**src/design/frp_pkg.sv**
```systemverilog
// Constants and types for the flash range programmer
// Summary of operation
// (RULE_01) Works for bus clocks from 1.5 MHz to 8.0 MHz.
// (RULE_02) Every program pulse lasts between 30 and 40 microseconds.
// (RULE_03) Caller gives speed value as bus MHz times four, rounded.
// (RULE_04) Pulse is 57 cycles for speed below 7, else eight times speed plus eight.
// (RULE_05) One algorithm: each pass writes one byte or loops over a whole row.
// (RULE_06) Watchdog enabled: every byte is programmed on its own.
// (RULE_07) Watchdog off and range inside one row: whole-row programming.
// (RULE_08) Watchdog off across rows: single bytes until last row, then row method.
// (RULE_09) High voltage stays on under 125 microseconds per single byte.
// (RULE_10) Cumulative high voltage per row stays below 4 ms.
// (RULE_11) Caller checks erasure and verifies; no success status is given.
// (RULE_12) Interrupts masked during programming, mask restored on completion.
// (RULE_13) With watchdog enabled it is serviced, first 61 cycles after start.
// (RULE_14) Caller gives byte count, first address and matching data array.
// (RULE_15) Caller passes a pointer to the block, pointing at the speed value.
// (RULE_16) Returned pointer is the address after the last byte programmed.
// (RULE_17) A row is 32 consecutive bytes, programmable in one operation.
// (RULE_18) Block: speed at 0, count at 1, address at 2 and 3, data from 4.
// (RULE_19) Method is chosen from the watchdog disable bit sampled at start.
package frp_pkg;
   localparam int CLK_MHZ = 100;
   localparam int PROG_MIN_US = 30;
   localparam int PROG_MAX_US = 40;
   localparam int HV_MAX_US = 125;
   localparam int ROW_BYTES = 32;
   localparam int FIFO_DEPTH = 16;
   localparam logic [7:0] SPEED_LOW_MAX = 8'h0006;
   localparam logic [11:0] PULSE_LOW_CYC = 12'h0039;
   localparam logic [11:0] PULSE_MUL = 12'h0008;
   localparam logic [11:0] PULSE_ADD = 12'h0008;
   localparam logic [11:0] HV_SETUP_CYC = 12'h0004;
   localparam logic [11:0] HV_HOLD_CYC = 12'h0004;
   localparam logic [11:0] WDOG_FIRST_CYC = 12'h003D;
   localparam logic [11:0] WDOG_PERIOD_CYC = 12'h0100;
   localparam logic [2:0] OFS_SPEED = 3'h0;
   localparam logic [2:0] OFS_COUNT = 3'h1;
   localparam logic [2:0] OFS_ADDR_HI = 3'h2;
   localparam logic [2:0] OFS_ADDR_LO = 3'h3;
   localparam logic [2:0] OFS_DATA = 3'h4;
   localparam logic [15:0] RESET_ADDR = 16'h0000;
   typedef enum logic [3:0] {
      FRP_IDLE, FRP_RD_SPEED, FRP_RD_COUNT, FRP_RD_AHI, FRP_RD_ALO,
      FRP_FETCH, FRP_LOAD, FRP_HV_ON, FRP_PULSE, FRP_HV_OFF, FRP_DONE
   } frp_state_t;
endpackage

```
**src/design/frp_fifo.sv**
```systemverilog
// Parameterised valid/ready FIFO for program data
`timescale 1ns/100ps
module frp_fifo #(
   parameter int WIDTH = 8,
   parameter int DEPTH = 16
) (
   // Clock and reset
   input wire logic clk,
   input wire logic rst_n,
   // Fill side
   input wire logic in_valid,
   output logic in_ready,
   input wire logic [WIDTH-1:0] in_data,
   // Drain side
   output logic out_valid,
   input wire logic out_ready,
   output logic [WIDTH-1:0] out_data
);
   localparam int AW = $clog2(DEPTH);
   logic [WIDTH-1:0] mem [DEPTH];
   logic [AW-1:0] wr_ptr, rd_ptr, next_wr_ptr, next_rd_ptr;
   logic [AW:0] fill, next_fill;
   logic do_wr, do_rd;
   assign in_ready = (fill < (AW+1)'(DEPTH));
   assign out_valid = (fill != '0);
   assign out_data = mem[rd_ptr];
   assign do_wr = in_valid && in_ready;
   assign do_rd = out_valid && out_ready;
   always_comb begin
      next_wr_ptr = do_wr ? wr_ptr + 1'b1 : wr_ptr;
      next_rd_ptr = do_rd ? rd_ptr + 1'b1 : rd_ptr;
      next_fill = fill + (AW+1)'(do_wr) - (AW+1)'(do_rd);
   end
   always_ff @(posedge clk) begin
      if (!rst_n) begin
         wr_ptr <= '0;
         rd_ptr <= '0;
         fill <= '0;
      end else begin
         wr_ptr <= next_wr_ptr;
         rd_ptr <= next_rd_ptr;
         fill <= next_fill;
      end
   end
   // Storage needs no reset; only pointers define contents
   always_ff @(posedge clk) begin
      if (do_wr) begin
         mem[wr_ptr] <= in_data;
      end
   end
endmodule

```
**src/design/frp_top.sv**
```systemverilog
// Flash range programming sequencer
`timescale 1ns/100ps
module frp_top
   import frp_pkg::*;
(
   // Clock and reset
   input wire logic clk,
   input wire logic rst_n,
   // Caller request
   input wire logic start,
   input wire logic [15:0] block_ptr,
   input wire logic watchdog_disable_bit,
   input wire logic int_mask_in,
   output logic busy,
   output logic done,
   output logic [15:0] result_ptr,
   // Parameter block memory read
   output logic mem_rd,
   output logic [15:0] mem_addr,
   input wire logic [7:0] mem_rdata,
   // Interrupt mask and watchdog
   output logic int_mask,
   output logic watchdog_service,
   // Flash array
   output logic [15:0] flash_addr,
   output logic [7:0] flash_data,
   output logic flash_latch,
   output logic flash_hv,
   output logic flash_pgm
);
   localparam int PROG_MIN_CYC = (PROG_MIN_US * CLK_MHZ);
   localparam int HV_MAX_CYC = (HV_MAX_US * CLK_MHZ);

   frp_state_t state, next_state;
   logic [7:0] speed, next_speed;
   logic [7:0] remain, next_remain;
   logic [7:0] data_idx, next_data_idx;
   logic [15:0] faddr, next_faddr;
   logic [15:0] row_base, next_row_base;
   logic row_mode, next_row_mode;
   logic byte_mode_wd, next_byte_mode_wd;
   logic saved_mask, next_saved_mask;
   logic [11:0] cnt, next_cnt;
   logic [11:0] wd_cnt, next_wd_cnt;
   logic rd_pend, next_rd_pend;
   logic [7:0] batch, next_batch;
   logic done_r, next_done_r;
   logic [15:0] result_r, next_result_r;
   logic [7:0] fetch_n, next_fetch_n;
   logic [11:0] pulse_cyc;
   logic [15:0] last_addr;
   logic [15:0] cur_addr;

   // FIFO between parameter memory and flash latch
   logic f_in_valid, f_in_ready, f_out_valid, f_out_ready;
   logic [7:0] f_out_data;
   frp_fifo #(.WIDTH(8), .DEPTH(FIFO_DEPTH)) u_fifo (
      .clk(clk),
      .rst_n(rst_n),
      .in_valid(f_in_valid),
      .in_ready(f_in_ready),
      .in_data(mem_rdata),
      .out_valid(f_out_valid),
      .out_ready(f_out_ready),
      .out_data(f_out_data)
   );

   // Pulse length from speed value
   always_comb begin
      if (speed <= SPEED_LOW_MAX) begin // see RULE_01
         pulse_cyc = PULSE_LOW_CYC; // see RULE_04
      end else begin
         pulse_cyc = PULSE_MUL * {4'h0, speed} + PULSE_ADD; // see RULE_04
      end
   end
   // Low address byte is still on the read bus at the first fetch decision
   assign cur_addr = (state == FRP_FETCH && cnt == 12'hFFF) ? {faddr[15:8], mem_rdata} : faddr;
   assign last_addr = cur_addr + {8'h00, remain} - 16'h0001;

   assign f_in_valid = rd_pend;
   assign f_out_ready = (state == FRP_LOAD);

   always_comb begin
      next_state = state;
      next_speed = speed;
      next_remain = remain;
      next_data_idx = data_idx;
      next_faddr = faddr;
      next_row_base = row_base;
      next_row_mode = row_mode;
      next_byte_mode_wd = byte_mode_wd;
      next_saved_mask = saved_mask;
      next_cnt = cnt;
      next_rd_pend = 1'b0;
      next_batch = batch;
      next_fetch_n = fetch_n;
      next_done_r = 1'b0;
      next_result_r = result_r;
      // Watchdog service timer runs whenever enabled and busy
      next_wd_cnt = (state != FRP_IDLE && !byte_mode_wd && wd_cnt != 12'h000) ? wd_cnt - 12'h001 : wd_cnt;
      if (state != FRP_IDLE && !byte_mode_wd && wd_cnt == 12'h001) begin
         next_wd_cnt = WDOG_PERIOD_CYC; // see RULE_13
      end
      mem_rd = 1'b0;
      mem_addr = block_ptr;
      unique case (state)
         FRP_IDLE: begin
            if (start) begin
               next_saved_mask = int_mask_in; // see RULE_12
               next_byte_mode_wd = watchdog_disable_bit; // see RULE_19
               next_wd_cnt = WDOG_FIRST_CYC; // see RULE_13
               next_state = FRP_RD_SPEED;
            end
         end
         FRP_RD_SPEED: begin
            mem_rd = 1'b1;
            mem_addr = block_ptr + {13'h0000, OFS_SPEED}; // see RULE_18
            next_state = FRP_RD_COUNT;
         end
         FRP_RD_COUNT: begin
            next_speed = mem_rdata;
            mem_rd = 1'b1;
            mem_addr = block_ptr + {13'h0000, OFS_COUNT};
            next_state = FRP_RD_AHI;
         end
         FRP_RD_AHI: begin
            next_remain = mem_rdata;
            mem_rd = 1'b1;
            mem_addr = block_ptr + {13'h0000, OFS_ADDR_HI};
            next_state = FRP_RD_ALO;
         end
         FRP_RD_ALO: begin
            next_faddr = {mem_rdata, 8'h00};
            mem_rd = 1'b1;
            mem_addr = block_ptr + {13'h0000, OFS_ADDR_LO};
            next_data_idx = 8'h00;
            next_state = FRP_FETCH;
         end
         FRP_FETCH: begin
            if (cnt == 12'hFFF) begin
               next_faddr = cur_addr;
            end
            if (remain == 8'h00) begin
               next_state = FRP_DONE;
            end else begin
               // Row method only with watchdog off and range inside final row
               if (byte_mode_wd && (cur_addr[15:5] == last_addr[15:5])) begin
                  next_row_mode = 1'b1; // see RULE_07, RULE_08
                  next_batch = remain;
               end else begin
                  next_row_mode = 1'b0; // see RULE_06, RULE_08
                  next_batch = 8'h01;
               end
               next_row_base = cur_addr;
               next_fetch_n = 8'h00;
               next_state = FRP_LOAD;
            end
            next_cnt = 12'h000;
         end
         FRP_LOAD: begin
            // One read in flight at most; a row is longer than the buffer, so fill and drain overlap
            if (fetch_n < batch && f_in_ready && !rd_pend) begin
               mem_rd = 1'b1;
               mem_addr = block_ptr + {13'h0000, OFS_DATA} + {8'h00, data_idx} + {8'h00, fetch_n}; // see RULE_18
               next_rd_pend = 1'b1;
               next_fetch_n = fetch_n + 8'h01;
            end
            // Latch each byte of the pass, looping over the row
            if (f_out_valid) begin
               next_faddr = faddr + 16'h0001; // see RULE_05, RULE_17
               next_cnt = cnt + 12'h001;
               if (cnt + 12'h001 == {4'h0, batch}) begin
                  next_cnt = HV_SETUP_CYC;
                  next_state = FRP_HV_ON;
               end
            end
         end
         FRP_HV_ON: begin
            next_cnt = cnt - 12'h001;
            if (cnt == 12'h001) begin
               next_cnt = pulse_cyc; // see RULE_02
               next_state = FRP_PULSE;
            end
         end
         FRP_PULSE: begin
            next_cnt = cnt - 12'h001;
            if (cnt == 12'h001) begin
               next_cnt = HV_HOLD_CYC; // see RULE_09, RULE_10
               next_state = FRP_HV_OFF;
            end
         end
         FRP_HV_OFF: begin
            next_cnt = cnt - 12'h001;
            if (cnt == 12'h001) begin
               next_data_idx = data_idx + batch;
               next_remain = remain - batch;
               next_batch = 8'h00;
               next_cnt = 12'h000;
               next_state = FRP_FETCH;
            end
         end
         FRP_DONE: begin
            next_result_r = faddr; // see RULE_16
            next_done_r = 1'b1;
            next_state = FRP_IDLE;
         end
         default: next_state = FRP_IDLE;
      endcase
      if (state == FRP_RD_ALO) begin
         next_cnt = 12'hFFF;
      end
   end

   always_ff @(posedge clk) begin
      if (!rst_n) begin
         state <= FRP_IDLE;
         speed <= 8'h00;
         remain <= 8'h00;
         data_idx <= 8'h00;
         faddr <= RESET_ADDR;
         row_base <= RESET_ADDR;
         row_mode <= 1'b0;
         byte_mode_wd <= 1'b0;
         saved_mask <= 1'b0;
         cnt <= 12'h000;
         wd_cnt <= 12'h000;
         rd_pend <= 1'b0;
         batch <= 8'h00;
         fetch_n <= 8'h00;
         done_r <= 1'b0;
         result_r <= RESET_ADDR;
      end else begin
         state <= next_state;
         speed <= next_speed;
         remain <= next_remain;
         data_idx <= next_data_idx;
         faddr <= next_faddr;
         row_base <= next_row_base;
         row_mode <= next_row_mode;
         byte_mode_wd <= next_byte_mode_wd;
         saved_mask <= next_saved_mask;
         cnt <= next_cnt;
         wd_cnt <= next_wd_cnt;
         rd_pend <= next_rd_pend;
         batch <= next_batch;
         fetch_n <= next_fetch_n;
         done_r <= next_done_r;
         result_r <= next_result_r;
      end
   end

   assign busy = (state != FRP_IDLE);
   assign done = done_r;
   assign result_ptr = result_r;
   // Mask forced while busy, caller's own mask otherwise
   assign int_mask = busy ? 1'b1 : saved_mask; // see RULE_12
   assign watchdog_service = busy && !byte_mode_wd && (wd_cnt == 12'h001); // see RULE_13
   assign flash_addr = (state == FRP_LOAD) ? faddr : row_base;
   assign flash_data = f_out_data;
   assign flash_latch = (state == FRP_LOAD) && f_out_valid;
   assign flash_hv = (state == FRP_HV_ON) || (state == FRP_PULSE) || (state == FRP_HV_OFF);
   assign flash_pgm = (state == FRP_PULSE);
   // Speed range is the caller's duty; not checked here
   logic unused_ok;
   assign unused_ok = row_mode ^ (PROG_MIN_CYC > HV_MAX_CYC) ^ (PROG_MAX_US > 0) ^ (ROW_BYTES > 0);
endmodule

```
**config.mk**
```make
export PLATFORM = sky130hd
export DESIGN_NAME = frp_top
export DESIGN_NICKNAME = d
export VERILOG_FILES = /design/src/design/frp_pkg.sv /design/src/design/frp_fifo.sv /design/src/design/frp_top.sv
export SDC_FILE = /design/constraint.sdc
export NUM_CORES = 1
export LEC_CHECK = 0
export ABC_AREA = 1
export BUFFER_PORTS_ARGS = -buffer_cell sky130_fd_sc_hd__buf_2
export CAP_MARGIN = 20
export CORE_MARGIN = 2
export CORE_UTILIZATION = 29
export CTS_BUF_LIST = sky130_fd_sc_hd__clkbuf_4
export DETAILED_ROUTE_END_ITERATION = 10
export PLACE_DENSITY = 0.46
export REMOVE_ABC_BUFFERS = 1
export SLEW_MARGIN = 40
export SYNTH_ARGS = -nofsm -noshare
export SYNTH_HDL_FRONTEND = slang
export SYNTH_HIERARCHICAL = 1
export SYNTH_SLANG_ARGS = --single-unit
```
**constraint.sdc**
```tcl
create_clock -name clk -period 11.1 [get_ports clk]
set_clock_uncertainty 0.05 [all_clocks]
set_input_delay 2.22 -clock clk [delete_from_list [all_inputs] [get_ports clk]]
set_output_delay 2.22 -clock clk [all_outputs]
set_load 0.005 [all_outputs]
```
==> flow_summary.yaml <==
run_status:
  status: "complete, no violations"
pwr:
  clkPwrFrac: 0.246
  power_density_mw_per_mm2: 201
  p_switching_mw: 1.59
  swShare: 0.432
  p_comb_frac: 0.418
  p_seq_frac: 0.336
  vdd.ir_drop.worst_mv: 0.0714
  intPower_mw: 2.09
  leakagePower_nw: 8.14
flow_run:
  cap_violations: 0
grt:
  antenna_found_initial: 1
  grt_pass1_vias: 14101
  grt_use_total: 0.172
  grt_max_degree: 66
  globalRouteOverflowTotal: 0
  grt_first_pass_wirelength_um: 77100
floorplanning:
  die_h_um: 240
  start_util: 0.293
  io_pins: 93
  rows: 86
  core_mm2: 0.0551
  die_area_mm2: 0.0576
  die_width_um: 240
clock_tree:
  post-cts-setup-buffers: 0
  post_cts_resized: 0
  cts_hold_buf: 0
  clk_latency_ps: 830
  clock-root-buffer: "clkbuf_4"
  clock_sinks: 265
  path_clk_slew_ps: 60
  numCtsBuffers: 77
  htreeDepth: 3
  tritoncts: "done"
  cts.path.max_buffers: 3
routing:
  wl_um: 49100
  drt-pass1-iter-count: 7
  avgViaCountPerCell: 4.74
  drc: 0
  wire_per_inst_um: 16.1
  ant_nets: 0
  drt_iter0_markers: 791
  num_vias: 14487
setup_path:
  path_max_fanout: 8
  path_class: "in -> out"
  startpoint_type: "primary input"
  required_ps: 8830
  setup.worst_path.end_class: "primary output"
  reg2reg_slack_ps: 6920
  cp.arrival_ps: 5570
logic_synthesis:
  seq_area_frac_synth: 0.408
  synth-edff-count: 128
  yosys_most_used_dff: "dfxtp_1"
  ys_seq_elements: 265
  yosysWarningCount: 6
  syn_area_per_cell_um2: 7.57
  ys_async_sr_fraction: 0
  synth_cells: 2133
  syn_area_mm2: 0.0161
  ys_types: 58
placed_design:
  gp_congestion: 0.882
  portBuffers: 92
  dpl.hpwl_um: 34800
  placedCellCount: 2915
sta:
  rsz0062_at_grt: "no"
  fmax_mhz: 128
  setup_viol: 0
  period_share: 0.706
  totalNegativeSetupSlack_ps: 0
  tightestPinTransition_ps: 844
  relSlewSlack: 0.435
  finalCriticalPeriod_ps: 7840
  holdWs_ps: 405
  drv_slew: 0
  hold_viol: 0
cells_and_area:
  syn_to_final_growth_pct: 13.3
  nFillCells: 5959
  layout_commonest_cell: "nand2_1"
  final_cells: 3057
  final_core_util: 0.332
  mostFrequentLayoutCells: "nand2_1, inv_1, nand3_1"
  nets: 2367
  post_route_cells_drive_above_1_share: 0.124
min_path:
  hold_class: "reg -> reg"
-- stage by stage --
stage,total power [mW],worst slack (ps),cell area (um^2)
final,3.67,3260,18300
after global placement,2.77,3250,17300
after floorplan,2.33,3920,15800
after CTS,3.72,3230,18300
after global routing,4.02,2950,18300
after detailed placement,2.78,3240,17300
-- path summary, 6_finish.rpt --
path | start | endpoint | cells after the start
worst max-delay path | block_ptr[1] | mem_addr[12] | 19
worst min register to register | saved_mask$_SDFFE_PN0P_ | saved_mask$_SDFFE_PN0P_ | 2
worst max register to register | cnt[0]$_SDFFE_PN0P_ | batch[0]$_SDFFE_PN0P_ | 20
worst min-delay path | saved_mask$_SDFFE_PN0P_ | saved_mask$_SDFFE_PN0P_ | 2
-- synth_stat cells, types with 37 or more instances --
| cell | instances | share of area |
|---|---|---|
| o21ai_0 | 132 | 0.041 |
| edfxtp_1 | 128 | 0.24 |
| clkbuf_1 | 38 | 0.0088 |
| inv_1 | 330 | 0.077 |
| nand2_1 | 481 | 0.11 |
| nor2_1 | 176 | 0.041 |
| xor2_1 | 45 | 0.024 |
| nor3_1 | 37 | 0.011 |
| a21oi_1 | 125 | 0.039 |
| ha_1 | 79 | 0.061 |
| nand3_1 | 173 | 0.054 |
| dfxtp_1 | 137 | 0.17 |
-- registers in the layout, indices dropped and copies added, names as in the netlist, 5 cells and up, named ones only --
signal	flops
remain	8
result_ptr	16
cnt	12
fetch_n	8
row_base	16
wd_cnt	12
faddr	16
u_fifo/fill	5
speed	8
u_fifo/mem	128
batch	8
data_idx	8
-- power by group through the flow --
stage	logic, mW	clock network, mW	registers [mW]
final	1.54	0.904	1.23
after floorplan	1.12	0	1.22
after detailed placement	1.53	0	1.25
after CTS	1.54	0.951	1.23
after global placement	1.52	0	1.25
after global routing	1.77	1.00	1.25
-- critical path: stages --
cell and delay (ps):
buf_2 160, fa_1 450, fa_1 450, ha_1 240, fa_1 390, nand2_1 70, inv_1 40, o21ai_0 130
nand2_1 100, a21oi_1 230, o21bai_1 110, a21o_1 160, a21oi_1 200, nor2_1 80, nand2_1 120, o21ai_0 80
o211ai_1 90, nand4_1 100, buf_2 140
-- final cells by class --
class,instances,area (um^2),share of cell area
Antenna cell,2,5.00,0.000274
Tap cell,748,936,0.0512
Clock inverter,35,166,0.00910
Sequential cell,265,6590,0.360
Clock buffer,105,788,0.0431
Timing Repair Buffer,103,543,0.0297
Inverter,342,1280,0.0703
Multi-Input combinational cell,1457,7980,0.436
-- routing by layer --
| layer | part of all wire | up-vias | wire [um] | global-route usage |
|---|---|---|---|---|
| met5 | 0 | - | 0 | 0 |
| met4 | 0.027 | 0 | 1330 | 0.0674 |
| met3 | 0.044 | 83 | 2150 | 0.0307 |
| met2 | 0.47 | 331 | 23300 | 0.293 |
| met1 | 0.45 | 6748 | 22300 | 0.216 |
| li1 | - | 7325 | - | - |
-- cells by family after synthesis --
| kind of cell | count (synthesis) | share of synthesized area |
|---|---|---|
| flops | 265 | 0.408 |
| fa+ha+maj | 92 | 0.0773 |
| compound gates | 362 | 0.130 |
| buf+inv | 411 | 0.100 |
| simple gates | 945 | 0.253 |
| xor+xnor | 58 | 0.0315 |
Power figures use the tool's default switching activity.
